--- src/pkg/bser_pkg.sv ---
// package: constants, register map and types of the system error reporter
package bser_pkg;
   // ****************************************************************
   // register map
   // ****************************************************************
   localparam logic [7:0] ADDR_CTRL    = 8'h00;
   localparam logic [7:0] ADDR_STATUS  = 8'h04;
   localparam logic [7:0] ADDR_CAUSE   = 8'h08;
   localparam logic [7:0] ADDR_DISABLE = 8'h0c;
   localparam logic [7:0] ADDR_RETRY   = 8'h10;
   // ctrl fields
   localparam int CTRL_SERR_EN   = 0;
   localparam int CTRL_P_PERR_EN = 1;
   localparam int CTRL_S_PERR_EN = 2;
   localparam int CTRL_SERR_FWD  = 3;
   localparam int CTRL_MTO_EN    = 4;
   localparam int CTRL_W         = 5;
   // status fields, write one to clear
   localparam int STAT_SIG_SERR  = 0;
   localparam int STAT_RCV_SERR  = 1;
   // event numbering, also cause and disable bit positions
   localparam int EV_PAR   = 0;
   localparam int EV_TABT  = 1;
   localparam int EV_MABT  = 2;
   localparam int EV_PWRTY = 3;
   localparam int EV_DWRTY = 4;
   localparam int EV_DRRTY = 5;
   localparam int EV_DTO   = 6;
   localparam int EV_MTO   = 7;
   localparam int EV_SFWD  = 8;
   localparam int EV_N     = 9;
   // events with a device-specific disable bit
   localparam int DIS_N    = 7;
   localparam logic [CTRL_W-1:0] CTRL_RST    = 5'h00;
   localparam logic [DIS_N-1:0]  DISABLE_RST = 7'h00;
   localparam logic [24:0]       RETRY_RST   = 25'h1000000;
   localparam int                RETRY_W     = 25;
   // ****************************************************************
   // types
   // ****************************************************************
   typedef enum logic [1:0] {BSER_READ, BSER_PWRITE, BSER_DWRITE}
      bser_kind_t;
   // one transaction outcome report from the forwarding engine
   typedef struct packed {
      logic       valid;
      bser_kind_t kind;
      logic       upstream;
      logic       perr_target;   // parity error seen on target bus
      logic       perr_init;     // parity error seen on initiator bus
      logic       perr_self;     // bridge detected it as target
      logic       target_abort;
      logic       master_abort;
      logic       target_retry;  // target retry received
      logic       delivered;     // transfer delivered, retries end
      logic       completion_timeout;
      logic       master_timeout;
   } bser_evt_t;
endpackage : bser_pkg

--- src/rtl/bser_top.sv ---
// system error reporting logic of the bridge
module bser_top (
   input  wire logic                I_CLK,
   input  wire logic                I_NRST,
   input  wire logic [7:0]          I_ADDR,
   input  wire logic [31:0]         I_WDATA,
   input  wire logic                I_WR,
   input  wire logic                I_RD,
   output logic      [31:0]         O_RDATA,
   input  wire bser_pkg::bser_evt_t I_EVT,
   input  wire logic                I_SECONDARY_SYSTEM_ERROR_N,
   output logic                     O_PRIMARY_SYSTEM_ERROR_N,
   output logic                     O_PRIMARY_SYSTEM_ERROR_OE_N,
   output logic                     O_SECONDARY_PARITY_ERROR_N,
   output logic                     O_SECONDARY_PARITY_ERROR_OE_N,
   output logic                     O_DISCARD
);
   // ****************************************************************
   // registers
   // ****************************************************************
   logic [bser_pkg::CTRL_W-1:0]  ctrl_q;
   logic [bser_pkg::DIS_N-1:0]   dis_q;
   logic [bser_pkg::RETRY_W-1:0] limit_q;
   logic [bser_pkg::RETRY_W-1:0] retry_q;
   logic [1:0]                   stat_q;
   logic [bser_pkg::EV_N-1:0]    cause_q;
   logic [bser_pkg::EV_N-1:0]    ev;
   logic [bser_pkg::EV_N-1:0]    ev_en;
   logic                         fire;
   logic                         sserr_seen;
   logic                         limit_hit;
   logic                         par_cand;
   logic                         sperr_d;
   logic                         wr_ctrl;
   logic                         wr_stat;
   logic                         wr_cause;

   assign wr_ctrl  = I_WR && I_ADDR == bser_pkg::ADDR_CTRL;
   assign wr_stat  = I_WR && I_ADDR == bser_pkg::ADDR_STATUS;
   assign wr_cause = I_WR && I_ADDR == bser_pkg::ADDR_CAUSE;

   always_ff @(posedge I_CLK or negedge I_NRST) begin
      if (!I_NRST) begin
         ctrl_q  <= bser_pkg::CTRL_RST;
         dis_q   <= bser_pkg::DISABLE_RST;
         limit_q <= bser_pkg::RETRY_RST;
      end else if (I_WR) begin
         if (wr_ctrl) begin
            ctrl_q <= I_WDATA[bser_pkg::CTRL_W-1:0];
         end
         if (I_ADDR == bser_pkg::ADDR_DISABLE) begin
            dis_q <= I_WDATA[bser_pkg::DIS_N-1:0];
         end
         if (I_ADDR == bser_pkg::ADDR_RETRY) begin
            limit_q <= I_WDATA[bser_pkg::RETRY_W-1:0];
         end
      end
   end

   // ****************************************************************
   // retry counter for the transaction at the queue head
   // ****************************************************************
   assign limit_hit = I_EVT.valid && I_EVT.target_retry &&
                      (retry_q + 25'h0000001 >= limit_q);

   always_ff @(posedge I_CLK or negedge I_NRST) begin
      if (!I_NRST) begin
         retry_q <= '0;
      end else if (I_EVT.valid && (I_EVT.delivered || limit_hit ||
                   I_EVT.target_abort || I_EVT.master_abort)) begin
         retry_q <= '0;
      end else if (I_EVT.valid && I_EVT.target_retry) begin
         retry_q <= retry_q + 25'h0000001;
      end
   end

   // posted and delayed write data dropped at the limit
   always_ff @(posedge I_CLK or negedge I_NRST) begin
      if (!I_NRST) begin
         O_DISCARD <= 1'b0;
      end else begin
         O_DISCARD <= limit_hit &&
                      I_EVT.kind != bser_pkg::BSER_READ;
      end
   end

   // ****************************************************************
   // event detection
   // ****************************************************************
   always_comb begin
      par_cand = 1'b0;
      if (I_EVT.valid && I_EVT.kind == bser_pkg::BSER_PWRITE) begin
         par_cand = I_EVT.perr_target && !I_EVT.perr_init
                    && !I_EVT.perr_self
                    && ctrl_q[bser_pkg::CTRL_P_PERR_EN]
                    && ctrl_q[bser_pkg::CTRL_S_PERR_EN];
      end
   end

   assign sserr_seen = !I_SECONDARY_SYSTEM_ERROR_N;

   always_comb begin
      ev = '0;
      ev[bser_pkg::EV_PAR]   = par_cand;
      if (I_EVT.valid && I_EVT.kind == bser_pkg::BSER_PWRITE) begin
         ev[bser_pkg::EV_TABT] = I_EVT.target_abort;
         ev[bser_pkg::EV_MABT] = I_EVT.master_abort;
         ev[bser_pkg::EV_PWRTY] = limit_hit;
      end
      if (I_EVT.valid && I_EVT.kind == bser_pkg::BSER_DWRITE) begin
         ev[bser_pkg::EV_DWRTY] = limit_hit;
      end
      if (I_EVT.valid && I_EVT.kind == bser_pkg::BSER_READ) begin
         ev[bser_pkg::EV_DRRTY] = limit_hit;
      end
      ev[bser_pkg::EV_DTO]  = I_EVT.valid &&
                              I_EVT.completion_timeout;
      ev[bser_pkg::EV_MTO]  = I_EVT.valid && I_EVT.master_timeout;
      ev[bser_pkg::EV_SFWD] = sserr_seen &&
                              ctrl_q[bser_pkg::CTRL_SERR_FWD];
   end

   // per-event disables on the first DIS_N events, master timeout has its own enable only
   always_comb begin
      ev_en = ev;
      ev_en[bser_pkg::DIS_N-1:0] = ev[bser_pkg::DIS_N-1:0] & ~dis_q;
      ev_en[bser_pkg::EV_MTO] = ev[bser_pkg::EV_MTO] &&
                                ctrl_q[bser_pkg::CTRL_MTO_EN];
   end

   assign fire = (|ev_en) && ctrl_q[bser_pkg::CTRL_SERR_EN];

   // ****************************************************************
   // pins
   // ****************************************************************
   always_ff @(posedge I_CLK or negedge I_NRST) begin
      if (!I_NRST) begin
         O_PRIMARY_SYSTEM_ERROR_N    <= 1'b1;
         O_PRIMARY_SYSTEM_ERROR_OE_N <= 1'b1;
      end else begin
         O_PRIMARY_SYSTEM_ERROR_N    <= !fire;
         O_PRIMARY_SYSTEM_ERROR_OE_N <= !fire;
      end
   end

   assign sperr_d = I_EVT.valid && I_EVT.kind == bser_pkg::BSER_DWRITE &&
                    I_EVT.upstream && I_EVT.perr_target &&
                    ctrl_q[bser_pkg::CTRL_S_PERR_EN];

   always_ff @(posedge I_CLK or negedge I_NRST) begin
      if (!I_NRST) begin
         O_SECONDARY_PARITY_ERROR_N    <= 1'b1;
         O_SECONDARY_PARITY_ERROR_OE_N <= 1'b1;
      end else begin
         O_SECONDARY_PARITY_ERROR_N    <= !sperr_d;
         O_SECONDARY_PARITY_ERROR_OE_N <= !sperr_d;
      end
   end

   // ****************************************************************
   // status and cause, set wins over clear
   // ****************************************************************
   always_ff @(posedge I_CLK or negedge I_NRST) begin
      if (!I_NRST) begin
         stat_q <= 2'h0;
      end else begin
         stat_q[bser_pkg::STAT_SIG_SERR] <= fire ||
            (stat_q[bser_pkg::STAT_SIG_SERR] &&
             !(wr_stat && I_WDATA[bser_pkg::STAT_SIG_SERR]));
         stat_q[bser_pkg::STAT_RCV_SERR] <= sserr_seen ||
            (stat_q[bser_pkg::STAT_RCV_SERR] &&
             !(wr_stat && I_WDATA[bser_pkg::STAT_RCV_SERR]));
      end
   end

   always_ff @(posedge I_CLK or negedge I_NRST) begin
      if (!I_NRST) begin
         cause_q <= '0;
      end else begin
         cause_q <= (fire ? ev_en : '0) |
            (cause_q & ~(wr_cause ? I_WDATA[bser_pkg::EV_N-1:0] : '0));
      end
   end

   // ****************************************************************
   // read port
   // ****************************************************************
   always_ff @(posedge I_CLK or negedge I_NRST) begin
      if (!I_NRST) begin
         O_RDATA <= 32'h00000000;
      end else if (I_RD) begin
         case (I_ADDR)
            bser_pkg::ADDR_CTRL:    O_RDATA <= 32'(ctrl_q);
            bser_pkg::ADDR_STATUS:  O_RDATA <= 32'(stat_q);
            bser_pkg::ADDR_CAUSE:   O_RDATA <= 32'(cause_q);
            bser_pkg::ADDR_DISABLE: O_RDATA <= 32'(dis_q);
            bser_pkg::ADDR_RETRY:   O_RDATA <= 32'(limit_q);
            default:                O_RDATA <= 32'h00000000;
         endcase
      end else begin
         O_RDATA <= 32'h00000000;
      end
   end

   // ****************************************************************
   // assertions
   // ****************************************************************
   a_serr_enable_gate: assert property (
      @(posedge I_CLK) disable iff (!I_NRST)
      !O_PRIMARY_SYSTEM_ERROR_N |-> $past(ctrl_q[bser_pkg::CTRL_SERR_EN]))
      else $error("serr without enable");
   a_serr_sets_flag: assert property (
      @(posedge I_CLK) disable iff (!I_NRST)
      !O_PRIMARY_SYSTEM_ERROR_N |-> stat_q[bser_pkg::STAT_SIG_SERR])
      else $error("signaled flag not set");
   a_sserr_recv_flag: assert property (
      @(posedge I_CLK) disable iff (!I_NRST)
      !I_SECONDARY_SYSTEM_ERROR_N |=> stat_q[bser_pkg::STAT_RCV_SERR])
      else $error("received flag not set");
   a_sserr_forward: assert property (
      @(posedge I_CLK) disable iff (!I_NRST)
      (!I_SECONDARY_SYSTEM_ERROR_N && ctrl_q[bser_pkg::CTRL_SERR_FWD]
       && ctrl_q[bser_pkg::CTRL_SERR_EN]) |=> !O_PRIMARY_SYSTEM_ERROR_N)
      else $error("secondary serr not forwarded");
   a_par_self_block: assert property (
      @(posedge I_CLK) disable iff (!I_NRST)
      (I_EVT.valid && I_EVT.perr_self) |-> !ev[bser_pkg::EV_PAR])
      else $error("self detected parity raised serr");
   a_par_enables: assert property (
      @(posedge I_CLK) disable iff (!I_NRST)
      ev[bser_pkg::EV_PAR] |-> (ctrl_q[bser_pkg::CTRL_P_PERR_EN] &&
                                ctrl_q[bser_pkg::CTRL_S_PERR_EN]))
      else $error("parity serr without both enables");
   a_par_nonposted: assert property (
      @(posedge I_CLK) disable iff (!I_NRST)
      (I_EVT.kind != bser_pkg::BSER_PWRITE) |-> !ev[bser_pkg::EV_PAR])
      else $error("parity serr on non posted");
   a_cause_recorded: assert property (
      @(posedge I_CLK) disable iff (!I_NRST)
      $fell(O_PRIMARY_SYSTEM_ERROR_N) |-> (cause_q != '0))
      else $error("cause not recorded");
   a_mto_gate: assert property (
      @(posedge I_CLK) disable iff (!I_NRST)
      (ev[bser_pkg::EV_MTO] && !ctrl_q[bser_pkg::CTRL_MTO_EN]) |->
      !ev_en[bser_pkg::EV_MTO])
      else $error("master timeout not gated");
   a_oe_tracks: assert property (
      @(posedge I_CLK) disable iff (!I_NRST)
      O_PRIMARY_SYSTEM_ERROR_N == O_PRIMARY_SYSTEM_ERROR_OE_N)
      else $error("serr enable mismatch");

   // ****************************************************************
   // event and pin assertions
   // ****************************************************************
   a_par_downstream: assert property (
      @(posedge I_CLK) disable iff (!I_NRST)
      (I_EVT.valid && I_EVT.kind == bser_pkg::BSER_PWRITE &&
       !I_EVT.upstream && I_EVT.perr_target && !I_EVT.perr_init &&
       !I_EVT.perr_self && ctrl_q[bser_pkg::CTRL_P_PERR_EN] &&
       ctrl_q[bser_pkg::CTRL_S_PERR_EN]) |-> ev[bser_pkg::EV_PAR])
      else $error("downstream parity event missed");

   a_par_upstream: assert property (
      @(posedge I_CLK) disable iff (!I_NRST)
      (I_EVT.valid && I_EVT.kind == bser_pkg::BSER_PWRITE &&
       I_EVT.upstream && I_EVT.perr_target && !I_EVT.perr_init &&
       !I_EVT.perr_self && ctrl_q[bser_pkg::CTRL_P_PERR_EN] &&
       ctrl_q[bser_pkg::CTRL_S_PERR_EN]) |-> ev[bser_pkg::EV_PAR])
      else $error("upstream parity event missed");

   a_par_fires: assert property (
      @(posedge I_CLK) disable iff (!I_NRST)
      (ev[bser_pkg::EV_PAR] && !dis_q[bser_pkg::EV_PAR] &&
       ctrl_q[bser_pkg::CTRL_SERR_EN]) |=> !O_PRIMARY_SYSTEM_ERROR_N)
      else $error("parity event did not drive serr");

   a_serr_no_enable: assert property (
      @(posedge I_CLK) disable iff (!I_NRST)
      !ctrl_q[bser_pkg::CTRL_SERR_EN] |=> O_PRIMARY_SYSTEM_ERROR_N)
      else $error("serr driven while disabled");

   a_sig_flag_set: assert property (
      @(posedge I_CLK) disable iff (!I_NRST)
      fire |=> stat_q[bser_pkg::STAT_SIG_SERR])
      else $error("signaled flag missed");

   a_fwd_disabled: assert property (
      @(posedge I_CLK) disable iff (!I_NRST)
      (!ctrl_q[bser_pkg::CTRL_SERR_FWD] && !I_EVT.valid) |=>
      O_PRIMARY_SYSTEM_ERROR_N)
      else $error("secondary serr forwarded while disabled");

   a_rcv_no_input: assert property (
      @(posedge I_CLK) disable iff (!I_NRST)
      (I_SECONDARY_SYSTEM_ERROR_N && !stat_q[bser_pkg::STAT_RCV_SERR]) |=>
      !stat_q[bser_pkg::STAT_RCV_SERR])
      else $error("received flag set without input");

   a_tabt_fires: assert property (
      @(posedge I_CLK) disable iff (!I_NRST)
      (I_EVT.valid && I_EVT.kind == bser_pkg::BSER_PWRITE &&
       I_EVT.target_abort) |-> ev[bser_pkg::EV_TABT])
      else $error("target abort event missed");

   a_mabt_fires: assert property (
      @(posedge I_CLK) disable iff (!I_NRST)
      (I_EVT.valid && I_EVT.kind == bser_pkg::BSER_PWRITE &&
       I_EVT.master_abort) |-> ev[bser_pkg::EV_MABT])
      else $error("master abort event missed");

   a_discard_write: assert property (
      @(posedge I_CLK) disable iff (!I_NRST)
      O_DISCARD |-> ($past(I_EVT.target_retry) &&
                     $past(I_EVT.kind) != bser_pkg::BSER_READ))
      else $error("discard without write retry");

   a_read_no_discard: assert property (
      @(posedge I_CLK) disable iff (!I_NRST)
      (I_EVT.kind == bser_pkg::BSER_READ) |=> !O_DISCARD)
      else $error("read retry limit discarded data");

   a_retry_restart: assert property (
      @(posedge I_CLK) disable iff (!I_NRST)
      limit_hit |=> (retry_q == '0))
      else $error("retry count not restarted");

   a_dto_fires: assert property (
      @(posedge I_CLK) disable iff (!I_NRST)
      (I_EVT.valid && I_EVT.completion_timeout) |-> ev[bser_pkg::EV_DTO])
      else $error("completion timeout event missed");

   a_mto_no_disable: assert property (
      @(posedge I_CLK) disable iff (!I_NRST)
      (ev[bser_pkg::EV_MTO] && ctrl_q[bser_pkg::CTRL_MTO_EN]) |->
      ev_en[bser_pkg::EV_MTO])
      else $error("master timeout suppressed by disable");

   a_sperr_drive: assert property (
      @(posedge I_CLK) disable iff (!I_NRST)
      (I_EVT.valid && I_EVT.kind == bser_pkg::BSER_DWRITE &&
       I_EVT.upstream && I_EVT.perr_target &&
       ctrl_q[bser_pkg::CTRL_S_PERR_EN]) |=> !O_SECONDARY_PARITY_ERROR_N)
      else $error("secondary parity error not driven");

   a_sperr_gate: assert property (
      @(posedge I_CLK) disable iff (!I_NRST)
      !ctrl_q[bser_pkg::CTRL_S_PERR_EN] |=> O_SECONDARY_PARITY_ERROR_N)
      else $error("secondary parity error without enable");

   a_sperr_oe: assert property (
      @(posedge I_CLK) disable iff (!I_NRST)
      O_SECONDARY_PARITY_ERROR_N == O_SECONDARY_PARITY_ERROR_OE_N)
      else $error("parity pin enable mismatch");

   a_serr_pulse: assert property (
      @(posedge I_CLK) disable iff (!I_NRST)
      fire |=> !O_PRIMARY_SYSTEM_ERROR_N)
      else $error("serr pulse missing");

   a_serr_release: assert property (
      @(posedge I_CLK) disable iff (!I_NRST)
      !fire |=> O_PRIMARY_SYSTEM_ERROR_N)
      else $error("serr held without event");

   for (genvar gi = 0; gi < bser_pkg::EV_N; gi++) begin : g_cause
      a_cause_bit: assert property (
         @(posedge I_CLK) disable iff (!I_NRST)
         (fire && ev_en[gi]) |=> cause_q[gi])
         else $error("cause bit not recorded");
      a_cause_quiet: assert property (
         @(posedge I_CLK) disable iff (!I_NRST)
         (!fire && !cause_q[gi]) |=> !cause_q[gi])
         else $error("cause bit set without serr");
   end

   for (genvar gi = 0; gi < bser_pkg::DIS_N; gi++) begin : g_dis
      a_dis_suppress: assert property (
         @(posedge I_CLK) disable iff (!I_NRST)
         dis_q[gi] |-> !ev_en[gi])
         else $error("disabled event not suppressed");
   end
endmodule // bser_top

--- config.mk ---
export PLATFORM = sky130hd
export DESIGN_NAME = bser_top
export DESIGN_NICKNAME = d
export VERILOG_FILES = /design/src/pkg/bser_pkg.sv /design/src/rtl/bser_top.sv
export SDC_FILE = /design/constraint.sdc
export NUM_CORES = 1
export LEC_CHECK = 0
export CAP_MARGIN = 5
export CORE_UTILIZATION = 40
export DETAILED_ROUTE_END_ITERATION = 6
export DONT_BUFFER_PORTS = 1
export HOLD_SLACK_MARGIN = 0.02
export SLEW_MARGIN = 30
export SYNTH_ARGS = -nofsm -noshare
export SYNTH_HDL_FRONTEND = slang
export SYNTH_SLANG_ARGS = --single-unit
--- constraint.sdc ---
create_clock -name I_CLK -period 3.4 [get_ports I_CLK]
set_input_delay 0.34 -clock I_CLK [delete_from_list [all_inputs] [get_ports I_CLK]]
set_output_delay 0.34 -clock I_CLK [all_outputs]
set_load 0.02 [all_outputs]
Yosys cells after proc, flatten, opt, wreduce, memory -nomap -nowiden
Cells that the tools add are included.
{"block": "word_totals", "regBits": 108, "latch_bits": 0, "ramBits": 0, "mem_bits_ro": 0, "output_inout_bits": 37, "wordCells": 79, "mem_count": 0}
{"block": "op_classes", "n_addsub": 1, "mul": 0, "div": 0, "magnitude_cmp": 1, "n_eq_ne": 6, "shifts": 0, "mux": 10, "bitwise_logic": 5, "n_reduce_logical": 46}
{"cell": "25-bit one-hot mux with 5 select lines", "count": 1}
{"cell": "25-bit two-way mux", "count": 2}
{"cell": "32-bit two-way mux", "count": 1}
{"cell": "1-bit logical AND", "count": 26}
{"cell": "25-bit by 1-bit adder with 25-bit output (second input constant)", "count": 1}
{"cell": "25-bit >= comparator", "count": 1}
{"cell": "9-bit two-way mux", "count": 2}
{"cell": "8-bit by 4-bit equality test with 1-bit output (second input constant)", "count": 2}
{"cell": "9-bit bitwise AND", "count": 1}
{"cell": "9-bit NOT", "count": 1}
{"cell": "9-bit bitwise OR", "count": 1}
{"cell": "9-bit OR reduction", "count": 1}
{"cell": "8-bit by 3-bit equality test with 1-bit output (second input constant)", "count": 1}
{"cell": "8-bit by 5-bit equality test with 1-bit output (second input constant)", "count": 1}
{"cell": "8-bit logical NOT", "count": 1}
{"cell": "7-bit bitwise AND", "count": 1}
{"cell": "1-bit logical NOT", "count": 7}
{"cell": "7-bit NOT", "count": 1}
{"cell": "2-bit AND reduction", "count": 3}
{"cell": "1-bit logical OR", "count": 5}
{"cell": "2-bit nonzero test", "count": 2}
{"cell": "1-bit two-way mux", "count": 3}
{"cell": "3-bit two-way mux", "count": 1}
{"cell": "2-bit by 1-bit equality test with 1-bit output (second input constant)", "count": 1}
{"cell": "other kinds (2)", "count": 2}

Logic depth before layout (Yosys ltp)
Gate-level depths: netlist of the first run.
{"block": "depth", "ltp_word": 11, "mapped_depth": 14}

Worst setup path before layout of the first run
No wires, ideal clock.
{"block": "synth_path", "kind": "register to register", "startpoint": "reg retry_q[9] in the netlist's numbering", "endpoint": "reg retry_q[8] in the netlist's numbering", "setup_time_ns": 0.066, "arrival_ns": 3.282, "required_ns": 3.334, "slack_ns": 0.052, "path_stages_with_launch": 15, "cell_sequence": "dfrtp_1 and4_1 and3_1 buf_2 and4_1 nand3_1 xnor2_1 ha_1 nand4_1 nor4_1 a221oi_1 nand4_1 nor2_1 buf_2 a22o_1"}
{"block": "synth_via", "elab_chain_len": 8, "word_cells_on_any_way": 9}
{"item": "from (decl)", "line": "bser_top.sv:24", "rtl": "logic [bser_pkg::RETRY_W-1:0] retry_q;"}
{"item": "from (signal assigned)", "line": "bser_top.sv:73", "rtl": "retry_q <= retry_q + 25'h0000001;"}
{"item": "25-bit by 1-bit adder with 25-bit output (*)", "line": "bser_top.sv:64", "rtl": "(retry_q + 25'h0000001 >= limit_q);"}
{"item": "25-bit >= comparator (*)", "line": "bser_top.sv:64"}
{"item": "1-bit logical AND (*)", "line": "bser_top.sv:63", "rtl": "assign limit_hit = I_EVT.valid && I_EVT.target_retry &&"}
{"item": "1-bit logical OR (*) (2 in series)", "line": "bser_top.sv:69", "rtl": "end else if (I_EVT.valid && (I_EVT.delivered || limit_hit ||"}
{"item": "1-bit logical OR (*)", "line": "bser_top.sv:70", "rtl": "I_EVT.target_abort || I_EVT.master_abort)) begin"}
{"item": "1-bit logical AND (*)", "line": "bser_top.sv:69"}
{"item": "25-bit two-way mux or 2-bit nonzero test (tied branches)"}
Every way passes the cells marked *; elsewhere a longest branch is shown, timed or not.
A chain may end at the register's enable or synchronous reset.

Final worst setup path of the first run
{"block": "layout_path", "startpoint": "reg retry_q[11] in the netlist's numbering", "endpoint": "reg O_PRIMARY_SYSTEM_ERROR_OE_N"}
{"block": "layout_via", "elab_chain_len": 8, "word_cells_on_any_way": 10}
{"item": "25-bit by 1-bit adder with 25-bit output (*)", "line": "bser_top.sv:64"}
{"item": "25-bit >= comparator (*)", "line": "bser_top.sv:64"}
{"item": "1-bit logical AND (*)", "line": "bser_top.sv:63"}
{"item": "3-bit two-way mux, or another cell as far along", "line": "bser_top.sv:105", "rtl": "if (I_EVT.valid && I_EVT.kind == bser_pkg::BSER_PWRITE) begin"}
{"item": "7-bit bitwise AND (*)", "line": "bser_top.sv:126", "rtl": "ev_en[bser_pkg::DIS_N-1:0] = ev[bser_pkg::DIS_N-1:0] & ~dis_q;"}
{"item": "9-bit OR reduction (*)", "line": "bser_top.sv:131", "rtl": "assign fire = (|ev_en) && ctrl_q[bser_pkg::CTRL_SERR_EN];"}
{"item": "1-bit logical AND (*)", "line": "bser_top.sv:131"}
{"item": "1-bit logical NOT (*)", "line": "bser_top.sv:142", "rtl": "O_PRIMARY_SYSTEM_ERROR_OE_N <= !fire;"}
{"item": "to (signal assigned)", "line": "bser_top.sv:142"}
{"item": "to (decl)", "line": "bser_top.sv:13", "rtl": "output logic O_PRIMARY_SYSTEM_ERROR_OE_N,"}
Marked as above.

==> results, run 1 <==
- The die is 117 um wide.
- The register-to-register setup slack is 0.15 ns.
- The most critical setup path has its startpoint at retry_q[11]$_DFFE_PN0P_.
- At the later pin of the worst-skew pair, clock insertion delay measures 0.36 ns.
- At the end of the flow, the number of nets in the layout was 581.
- The sum of negative setup slack is 0 ns.
- The number of antenna violations at the first check in global routing was 0.
- The vias after detailed routing is 3,779.
- For this design the top-level I/O count stands at 95.
- The number of diodes added for antenna fixing is 0.
- The final instance area is 6030 um^2.
- After detailed routing, the average wire length per cell comes to 18.1 um.
- In the final layout, the share of cells above drive strength 1 is 21.3%.
- For this configuration, the core starts out at a cell density of 41.5%.
- The number of global-route vias before repair came to 3,689.
- The vertical die dimension is 117 um.
- The post-route clock period utilization is 95.7%.
- For this run, asynchronously set or reset flops after synthesis account for 100%.
- After synthesis the netlist holds a flip-flop and latch count of 101.
- The power per cell area is 424 nW/um^2.
- In this run the remaining antenna-violating nets after routing total 0.
- After technology mapping, the gate count stands at 480.
- The worst setup path is of the flop to flop kind.
- The congestion estimate from routability-driven global placement came to 0.826.
- For this run, the number of standard cells in the final layout without fillers is 674.
- The data arrival time of the worst path is 3.53 ns.
- Along the worst path, the maximum fanout reaches 6.
- The largest individual stage delay along the critical path comes from the cell dfrtp_1.
- Summed over all layers, the global routing overflow is 0.
- After detailed routing, the number of remaining DRC violations is 0.
- Counting I/O delays and the setup requirement, the final critical path takes 3.25 ns.
- The critical path goes through and4_4 > and3_1 > and4_4 > nand3_2 > xnor2_2 > ha_1 > nand4_1 > buf_4 > nor4_4 > and3_4 > nor2_1 > buf_4 > o31a_1.
- For this run, the top clock speed supported by timing is 0.307 GHz.
- The total global routing track utilization is 18.8%.
- The port buffer count is 0.
- The cell sitting at the root of the clock tree is a clkbuf_16.
- The clock-pin slew of the registers on the worst-case setup and hold paths is 0.07 ns.
- The count of synthesis-stage warnings from yosys is 0.
- At the placement stage, the worst setup path has a slack of -0.0159 ns.
- The number of buffers created by CTS is 9.
- Yosys mapped a number of flops with a built-in enable equal to 0.
- On the final layout, the worst clock skew is 0.0115 ns.
- The delay of the slowest cell on the worst path is 0.40 ns.
- The worst hold slack after final layout is 0.0543 ns.
- Cells fill 47.2% of the core in the end.
- The post-synthesis sequential area ratio is 47.7%.
- The prevailing post-synth register cell is dfrtp_1.
- The area overhead of the layout relative to synthesis is 13.7%.
- In this run the cell area measured after placement is 5520 um^2.
- The analysis attributes to cell leakage a power of 2.93 nW.
- The synthesized netlist contains 57 unique library cells.
- The netlist area before placement is 5300 um^2.
- For this block, the initial DRC count from the detailed router was 190.
- After floorplanning, the core was divided into 41 placement rows.
- The final hold violation count came to 0.
- The H-tree generated during clock tree synthesis spans 3 levels.
- The worst register-to-register path ends at O_PRIMARY_SYSTEM_ERROR_OE_N$_DFF_PN1_.
- Dividing the detail-routed via count by the number of cells gives 5.61.
- The core region is 12,800 um^2.
- The die covers 13,700 um^2.
- Detailed placement ended at an HPWL of 8.61 mm.
- The critical path launch point type is a flop.
- The pin slew with the least headroom to its limit is 0.803 ns.
- The count of cells along the worst register-to-register path is 13.
- The relative max-transition margin is 46.0%.
- The pre-antenna-repair detailed-routing pass consisted of 4 iterations.
- VDD sags by at most 0.000235 V.
- The number of placed instances, taps included is 649.
- The run finished with clean final reports.
- The first-pass GRT wire length is 19.4 mm.
- The endpoint of the worst setup timing path is O_PRIMARY_SYSTEM_ERROR_OE_N$_DFF_PN1_.
- The final total power is 2.56 mW.
- The final critical-path setup slack is 0.146 ns.
- The final max-slew violation count is 0.
- The post-detailed-routing wire length is 12.2 mm.
- Max-cap violations in this run came to 0.
- The largest net degree at the start of global routing is 102.
- Dividing the synthesized area by the synthesized cell count gives 11.0 um^2.
- The source of the worst register-to-register timing path is retry_q[11]$_DFFE_PN0P_.
- The data required time of the worst path is 3.68 ns.
- The tightest min-delay check is of the input port to flop type.
- The worst setup path is captured at a flop.
- Setup violations remaining at the end of the flow were counted as 0.
- The number of buffers between clock root and the deepest sink is 2.
- The clock net in this run drives a total of 101 sinks.
- TritonCTS built the clock tree.
## sequential cells by signal (all words and copies together), names as in the netlist
signal	count
O_SECONDARY_PARITY_ERROR_OE_N	1
O_RDATA	25
ctrl_q	5
O_DISCARD	1
dis_q	7
stat_q	2
cause_q	9
limit_q	25
retry_q	25
O_PRIMARY_SYSTEM_ERROR_OE_N	1
## repair_timing
action,in CTS,in global routing
hold buffers,2,0
hold endpoints to repair,101,0
pin swaps,1,9
setup buffers,1,6
setup endpoints to repair,23,31
resized for setup,1,22
## where the power goes
| group | internal (mW) | switching [mW] |
|---|---|---|
| sequential | 1.24 | 0.0320 |
| combinational | 0.111 | 0.144 |
| clock | 0.574 | 0.458 |
| total | 1.92 | 0.634 |
## worst max-delay path: cells and delay by family, from the launching register on
family | cells | cell delay [ns]
buffers and inverters | 2 | 0.39
and+or+nand+nor | 8 | 1.54
DFF | 1 | 0.40
adders and majority gates | 1 | 0.34
AOI/OAI and AO/OA | 1 | 0.32
xor gates and xnor gates | 1 | 0.17
## kinds of logic (layout without fill, tap and decap cells)
family                   after synthesis  in the layout  synth area share, %
AND/OR/NAND/NOR                      148            148                 15.5
flip-flops                           101            101                 47.7
adder cells (fa/ha/maj)               26             26                 6.13
XOR/XNOR                              23             23                 3.80
buffers and inverters                 56             72                 4.95
other                                  1              7               0.0707
AO/OA/AOI/OAI                         78             78                 10.6
multiplexers                          47             47                 11.2
## synth_stat cells, types with 3 or more instances
master      n  area [um^2]
nand3_1    19         95.1
nand4_1    12         75.1
or4_1       3         22.5
o22a_1      3         26.3
buf_4       9         67.6
clkbuf_1    9         33.8
a21oi_1    18         90.1
mux2_4     20          300
nor2_1     23         86.3
mux2_2     17          191
nor3_1      6         30.0
buf_2       3         15.0
nor4_1      5         31.3
o21ai_0     8         40.0
inv_1      32          120
xnor2_1    17          149
and3_1     25          156
o2bb2ai_1   3         26.3
a22o_1     24          210
ha_1       26          325
and4_1      3         26.3
xor2_1      6         52.6
a22oi_1     3         22.5
dfrtp_1    98         2450
mux2i_1    10          100
a31oi_1     6         37.5
dfstp_2     3         78.8
nand2_1    34          128
## placed cells by master (no fill, tap or decap), types with 6 or more instances in the layout
cell / Yosys / final
dfrtp_1: 98 / 97
nand2_1: 34 / 34
inv_1: 32 / 32
ha_1: 26 / 25
and3_1: 25 / 24
a22o_1: 24 / 24
nor2_1: 23 / 23
buf_4: 9 / 22
mux2_4: 20 / 20
a21oi_1: 18 / 18
mux2_2: 17 / 17
nand3_1: 19 / 16
nand4_1: 12 / 12
xnor2_1: 17 / 11
mux2i_1: 10 / 10
clkbuf_16: 0 / 9
o21ai_0: 8 / 8
conb_1: 1 / 7
xor2_1: 6 / 6
xnor2_2: 0 / 6
a31oi_1: 6 / 6
## worst min-delay path by stage
stage	from	to	depth (start not counted)
detailed placement	I_NRST	O_RDATA[9]$_DFF_PN0_	0
CTS	I_SECONDARY_SYSTEM_ERROR_N	stat_q[1]$_DFF_PN0_	1
finish	I_SECONDARY_SYSTEM_ERROR_N	stat_q[1]$_DFF_PN0_	1
floorplan	I_NRST	O_DISCARD$_DFF_PN0_	0
global placement	I_NRST	O_RDATA[9]$_DFF_PN0_	0
global route	I_SECONDARY_SYSTEM_ERROR_N	stat_q[1]$_DFF_PN0_	1
## final cells by class
cell class,count,area (um^2)
clock buffers,11,233
flip-flops and latches,101,2530
inverters,32,120
repair buffers,24,203
clock inverters,5,60.1
multi-input cells,329,2670
fillers,1173,6740
well taps,172,215
## per-layer routing
metal / share of wire [%] / GRT usage (%)
met5: 0 / 0
met4: 2.0 / 7.34
met3: 6.1 / 5.15
met2: 48 / 30.2
met1: 44 / 24.2
(Power assumes the default switching activity.)
==> run 2, diff against run 1 <==
Settings changed: ABC_AREA set to 1, CTS_BUF_LIST set to sky130_fd_sc_hd__clkbuf_4 sky130_fd_sc_hd__clkbuf_8 sky130_fd_sc_hd__clkbuf_16.
==> run 2 against run 1 <==
Sequential cell count unchanged. Routed wire length up 10%. Synthesized area grew 0.47%. Worst setup slack worse by 0.063 ns. Combinational power fell by 29%. Synthesized cell count is 35% higher. Utilization increased by 1.6 points. Clock-buffer cell count grew 1. Global-route usage up 1.1 points. Fmax decreased by 1.9%. Critical path depth up 7.
==> results, run 2 <==
- The portion of total power attributed to sequential cells was 51.7% (was 49.7%).
- The synthesized netlist cell count is 647 (was 480).
- Leading cell types by total area after synthesis: dfrtp_1 46%, nand2_1 10%, ha_1 6.1%, inv_1 5.7%, nor2_1 5.1% (was dfrtp_1 46%, ha_1 6.1%, mux2_4 5.7%, a22o_1 4.0%, mux2_2 3.6%).
- The relative contribution of the clock network to total power is 40.8% (was 40.4%).
- Ranking of synthesized cells by instance count: 147 x nand2_1, 98 x dfrtp_1, 81 x inv_1 (was 98 x dfrtp_1, 34 x nand2_1, 32 x inv_1).
- The clock-pin slew of the registers on the worst-case setup and hold paths is 0.07 ns (about the same).
- The post-synthesis sequential area ratio came to 47.5% (was 47.7%).
- The placeable core region is 12,800 um^2 (about the same).
- The largest net degree at the start of global routing is 102 (unchanged).
- The maximum vdd ir drop came to 0.000277 V (was 0.000235 V).
- The DRC violation count after routing is 0 (unchanged).
- The type of the setup path with the least slack is flop to flop (unchanged).
- The critical path launch point type is a flop (unchanged).
- The number of synthesized flops with an enable pin is 0 (unchanged).
- The first-pass GRT wire length is 21.5 mm (was 19.4 mm).
- The final net count was 758 (was 581).
- The CTS tree was built (unchanged).
- The post-place instance area is 5550 um^2 (was 5520 um^2).
- The vias after detailed routing came to 4,423 (was 3,779).
- The most frequent cell after synthesis is nand2_1 (was dfrtp_1).
- The data arrival time of the worst path is 3.60 ns (was 3.53 ns).
- The class of the most critical hold timing path is input port to flop (unchanged).
- The synthesis-stage register bit count is 101 (unchanged).
- The most common cell after layout, fill and taps aside is nand2_1 (was dfrtp_1).
- The maximum clock frequency is 0.302 GHz (was 0.307 GHz).
- The max capacitance violation total is 0 (unchanged).
- The area enclosed by the die boundary came to 13,800 um^2 (was 13,700 um^2).
- The data required time of the worst path was 3.69 ns (was 3.68 ns).
- The clock tree root driver cell is clkbuf_16 (unchanged).
- The number of routed nets with antenna violations is 0 (unchanged).
- Highest-count cells in the layout ignoring fill and taps: 141 x nand2_1, 94 x dfrtp_1, 79 x inv_1 (was 97 x dfrtp_1, 34 x nand2_1, 32 x inv_1).
- The switching portion of total power came to 24.5% (was 24.8%).
- The final critical-path setup slack is 0.0835 ns (was 0.146 ns).
- The setup violation total in the final timing report is 0 (unchanged).
- The final max-slew violation count is 0 (unchanged).
- The number of buffers created by CTS is 9 (unchanged).
- The deepest level of the CTS H-tree was 3 (unchanged).
- Setup repair after global routing could not meet its margin everywhere.
- The remaining global-route overflow is 0 (unchanged).
- The leakage power summed over all cells came to 3.20 nW (was 2.93 nW).
- The fraction of layout instances using a drive strength above 1 came to 16.2% (was 21.3%).
- The count of synthesis-stage warnings from yosys is 0 (unchanged).
- The number of antenna violations at the first check in global routing is 0 (unchanged).
- Result of the run: complete, no violations (unchanged).
- The port buffer count is 0 (unchanged).
- The net switching power is 0.594 mW (was 0.634 mW).
- The final instance area is 6250 um^2 (was 6030 um^2).
- The time the final worst path needs with I/O delays and setup was 3.32 ns (was 3.25 ns).
- The cell with the largest stage delay on the worst path is dfrtp_1 (unchanged).
- The worst slack at placement is 0.0468 ns (was -0.0159 ns).
- The most area-hungry cell type in the Yosys netlist is dfrtp_1 (unchanged).
- The post-route clock period utilization came to 97.5% (was 95.7%).
- The number of buffers between clock root and the deepest sink is 2 (unchanged).
- The routed wirelength normalized by instance count is 15.7 um (was 18.1 um).
- The delay of the slowest cell on the worst path was 0.39 ns (was 0.40 ns).
- The placed wire-length estimate after detailed placement was 9.41 mm (was 8.61 mm).
- Largest registers in the final layout: O_RDATA x25, limit_q x25, retry_q x25 (unchanged).
- The pin slew with the least headroom to its limit is 0.792 ns (was 0.803 ns).
- The fill cell instance count of the final layout is 1,230 (was 1,173).
- The cell class contributing the biggest share of worst-path delay is simple AND/OR/NAND/NOR gates (unchanged).
- The netlist area before placement came to 5330 um^2 (was 5300 um^2).
- The number of library cell types mapped by synthesis is 37 (was 57).
- The design internal power was 1.83 mW (was 1.92 mW).
- The total global routing track utilization is 19.9% (was 18.8%).
- The post-detailed-routing wire length was 13.4 mm (was 12.2 mm).
- The weighted congestion reported at the end of routability-driven placement came to 0.918 (was 0.826).
- The largest clock skew in the final design is 0.00773 ns (was 0.0115 ns).
- The power per cell area came to 388 nW/um^2 (was 424 nW/um^2).
- The relative max-transition margin is 46.9% (was 46.0%).
- The synthesized area divided by synthesized cell count was 8.24 um^2 (was 11.0 um^2).
- The element type at the critical path end was a flop (unchanged).
- The overall die width came to 117 um (about the same).
- The number of design-rule violations left by the first detailed-router iteration is 271 (was 190).
- The clock latency of the later-clocked register in the worst-skew pair is 0.36 ns (about the same).
- The number of global-route vias before repair is 4,340 (was 3,689).
- The initial standard-cell utilization of the core is 41.6% (was 41.5%).
- The async set-reset flop share out of synthesis is 100% (unchanged).
- The number of buffers and inverters on the critical path was 4 (was 2).
- The prevailing post-synth register cell is dfrtp_1 (unchanged).
- CP cell instances: ha_2 > nand2_1 > nor3_2 > inv_1 > nor3_1 > xnor2_1 > inv_1 > ha_1 > a21oi_1 > nor2_1 > nor2_1 > nand2_1 > a21oi_2 > nand3_2 > nand2_2 > inv_2 > nor2_4 > nand2_4 > clkbuf_16 > o21ai_2 (was and4_4 > and3_1 > and4_4 > nand3_2 > xnor2_2 > ha_1 > nand4_1 > buf_4 > nor4_4 > and3_4 > nor2_1 > buf_4 > o31a_1).
- The area overhead of the layout relative to synthesis is 17.4% (was 13.7%).
- The post-detailed-route via-to-cell ratio is 5.20 (was 5.61).
- The number of rows in the core area was 41 (unchanged).
- The I/O pin count came to 95 (unchanged).
- The core utilization of the finished layout is 48.8% (was 47.2%).
- The share of Yosys cell area claimed by the top area cell type came to 46.0% (was 46.2%).
- The number of sinks on the clock net is 101 (unchanged).
- The detailed-routing iteration count for the pre-antenna-repair pass is 5 (was 4).
- The largest fanout on the critical path came to 7 (was 6).
- The relative contribution of combinational cells to total power came to 7.5% (was 10.0%).
- The vertical die dimension is 117 um (about the same).
- The final hold violation count is 0 (unchanged).
- The number of diodes added for antenna fixing is 0 (unchanged).
[run 2: layer usage]
metal	vias up	wire length [um]	share of wire [%]	GRT usage [%]
li1	2137	-	-	-
met1	2129	5680	42	24.3
met2	129	6700	50	33.5
met3	28	686	5.1	4.86
met4	0	337	2.5	8.44
met5	-	0	0	0
[run 2: cells by family after synthesis]
group | count (synthesis) | synth area share (%)
AND/OR/NAND/NOR | 298 | 25.0
buffers and inverters | 110 | 8.50
flip-flops | 101 | 47.5
AO/OA/AOI/OAI | 91 | 9.58
adder cells (fa/ha/maj) | 26 | 6.10
XOR/XNOR | 20 | 3.29
other | 1 | 0.0704
[run 2: timing repair]
item                                    in CTS  in global routing
setup buffers                                0                 16
endpoints found under the hold margin      101                  0
hold buffers                                 2                  0
endpoints found under the setup margin       0                 32
gates resized for setup                      0                 54
[run 2: layout make-up]
type / instances / area, um^2 / area share [%]
Timing Repair Buffer: 32 / 308 / 4.92
Clock inverter: 4 / 22.5 / 0.360
Multi-Input combinational cell: 442 / 2580 / 41.3
Inverter: 88 / 330 / 5.28
Sequential cell: 101 / 2540 / 40.5
Tap cell: 172 / 215 / 3.44
Clock buffer: 12 / 260 / 4.16
[run 2: metrics by stage]
step | TNS, ns | hold WS [ns] | power [mW] | cells
after floorplan | 0 | 0.0444 | 1.38 | 653
after global placement | 0 | 0.0478 | 1.41 | 816
after detailed placement | 0 | 0.0469 | 1.41 | 816
after CTS | 0 | 0.0462 | 2.43 | 834
after global routing | -2.04 | 0.0390 | 2.51 | 851
final | 0 | 0.0541 | 2.42 | 851
[run 2: worst paths after layout]
path / start / end / slack, ns / cells after the start
worst max register to register: retry_q[1]$_DFFE_PN0P_ / retry_q[10]$_DFFE_PN0P_ / 0.08 / 20
worst max-delay path: retry_q[1]$_DFFE_PN0P_ / retry_q[10]$_DFFE_PN0P_ / 0.08 / 20
max in group asynchronous: I_NRST / O_SECONDARY_PARITY_ERROR_OE_N$_DFF_PN1_ / 2.42 / 2
min in group asynchronous: I_NRST / retry_q[14]$_DFFE_PN0P_ / 0.61 / 2
worst min register to register: limit_q[7]$_DFFE_PN0P_ / limit_q[7]$_DFFE_PN0P_ / 0.49 / 2
worst min-delay path: I_SECONDARY_SYSTEM_ERROR_N / stat_q[1]$_DFF_PN0_ / 0.05 / 1
[run 2: power by group through the flow]
stage | registers [mW] | clock network, mW | logic, mW
floorplan | 1.27 | 0 | 0.107
global placement | 1.27 | 0 | 0.134
detailed placement | 1.28 | 0 | 0.139
CTS | 1.25 | 1.01 | 0.169
global route | 1.26 | 1.05 | 0.208
finish | 1.25 | 0.989 | 0.182
[run 2: worst reg2reg max path, stage by stage (launching register included)]
cell and delay (ns):
dfrtp_1 0.39, ha_2 0.19, nand2_1 0.09, nor3_2 0.17, inv_1 0.11, nor3_1 0.27, xnor2_1 0.19, inv_1 0.09
ha_1 0.33, a21oi_1 0.19, nor2_1 0.06, nor2_1 0.08, nand2_1 0.07, a21oi_2 0.12, nand3_2 0.16, nand2_2 0.12
inv_2 0.07, nor2_4 0.15, nand2_4 0.10, clkbuf_16 0.21, o21ai_2 0.10
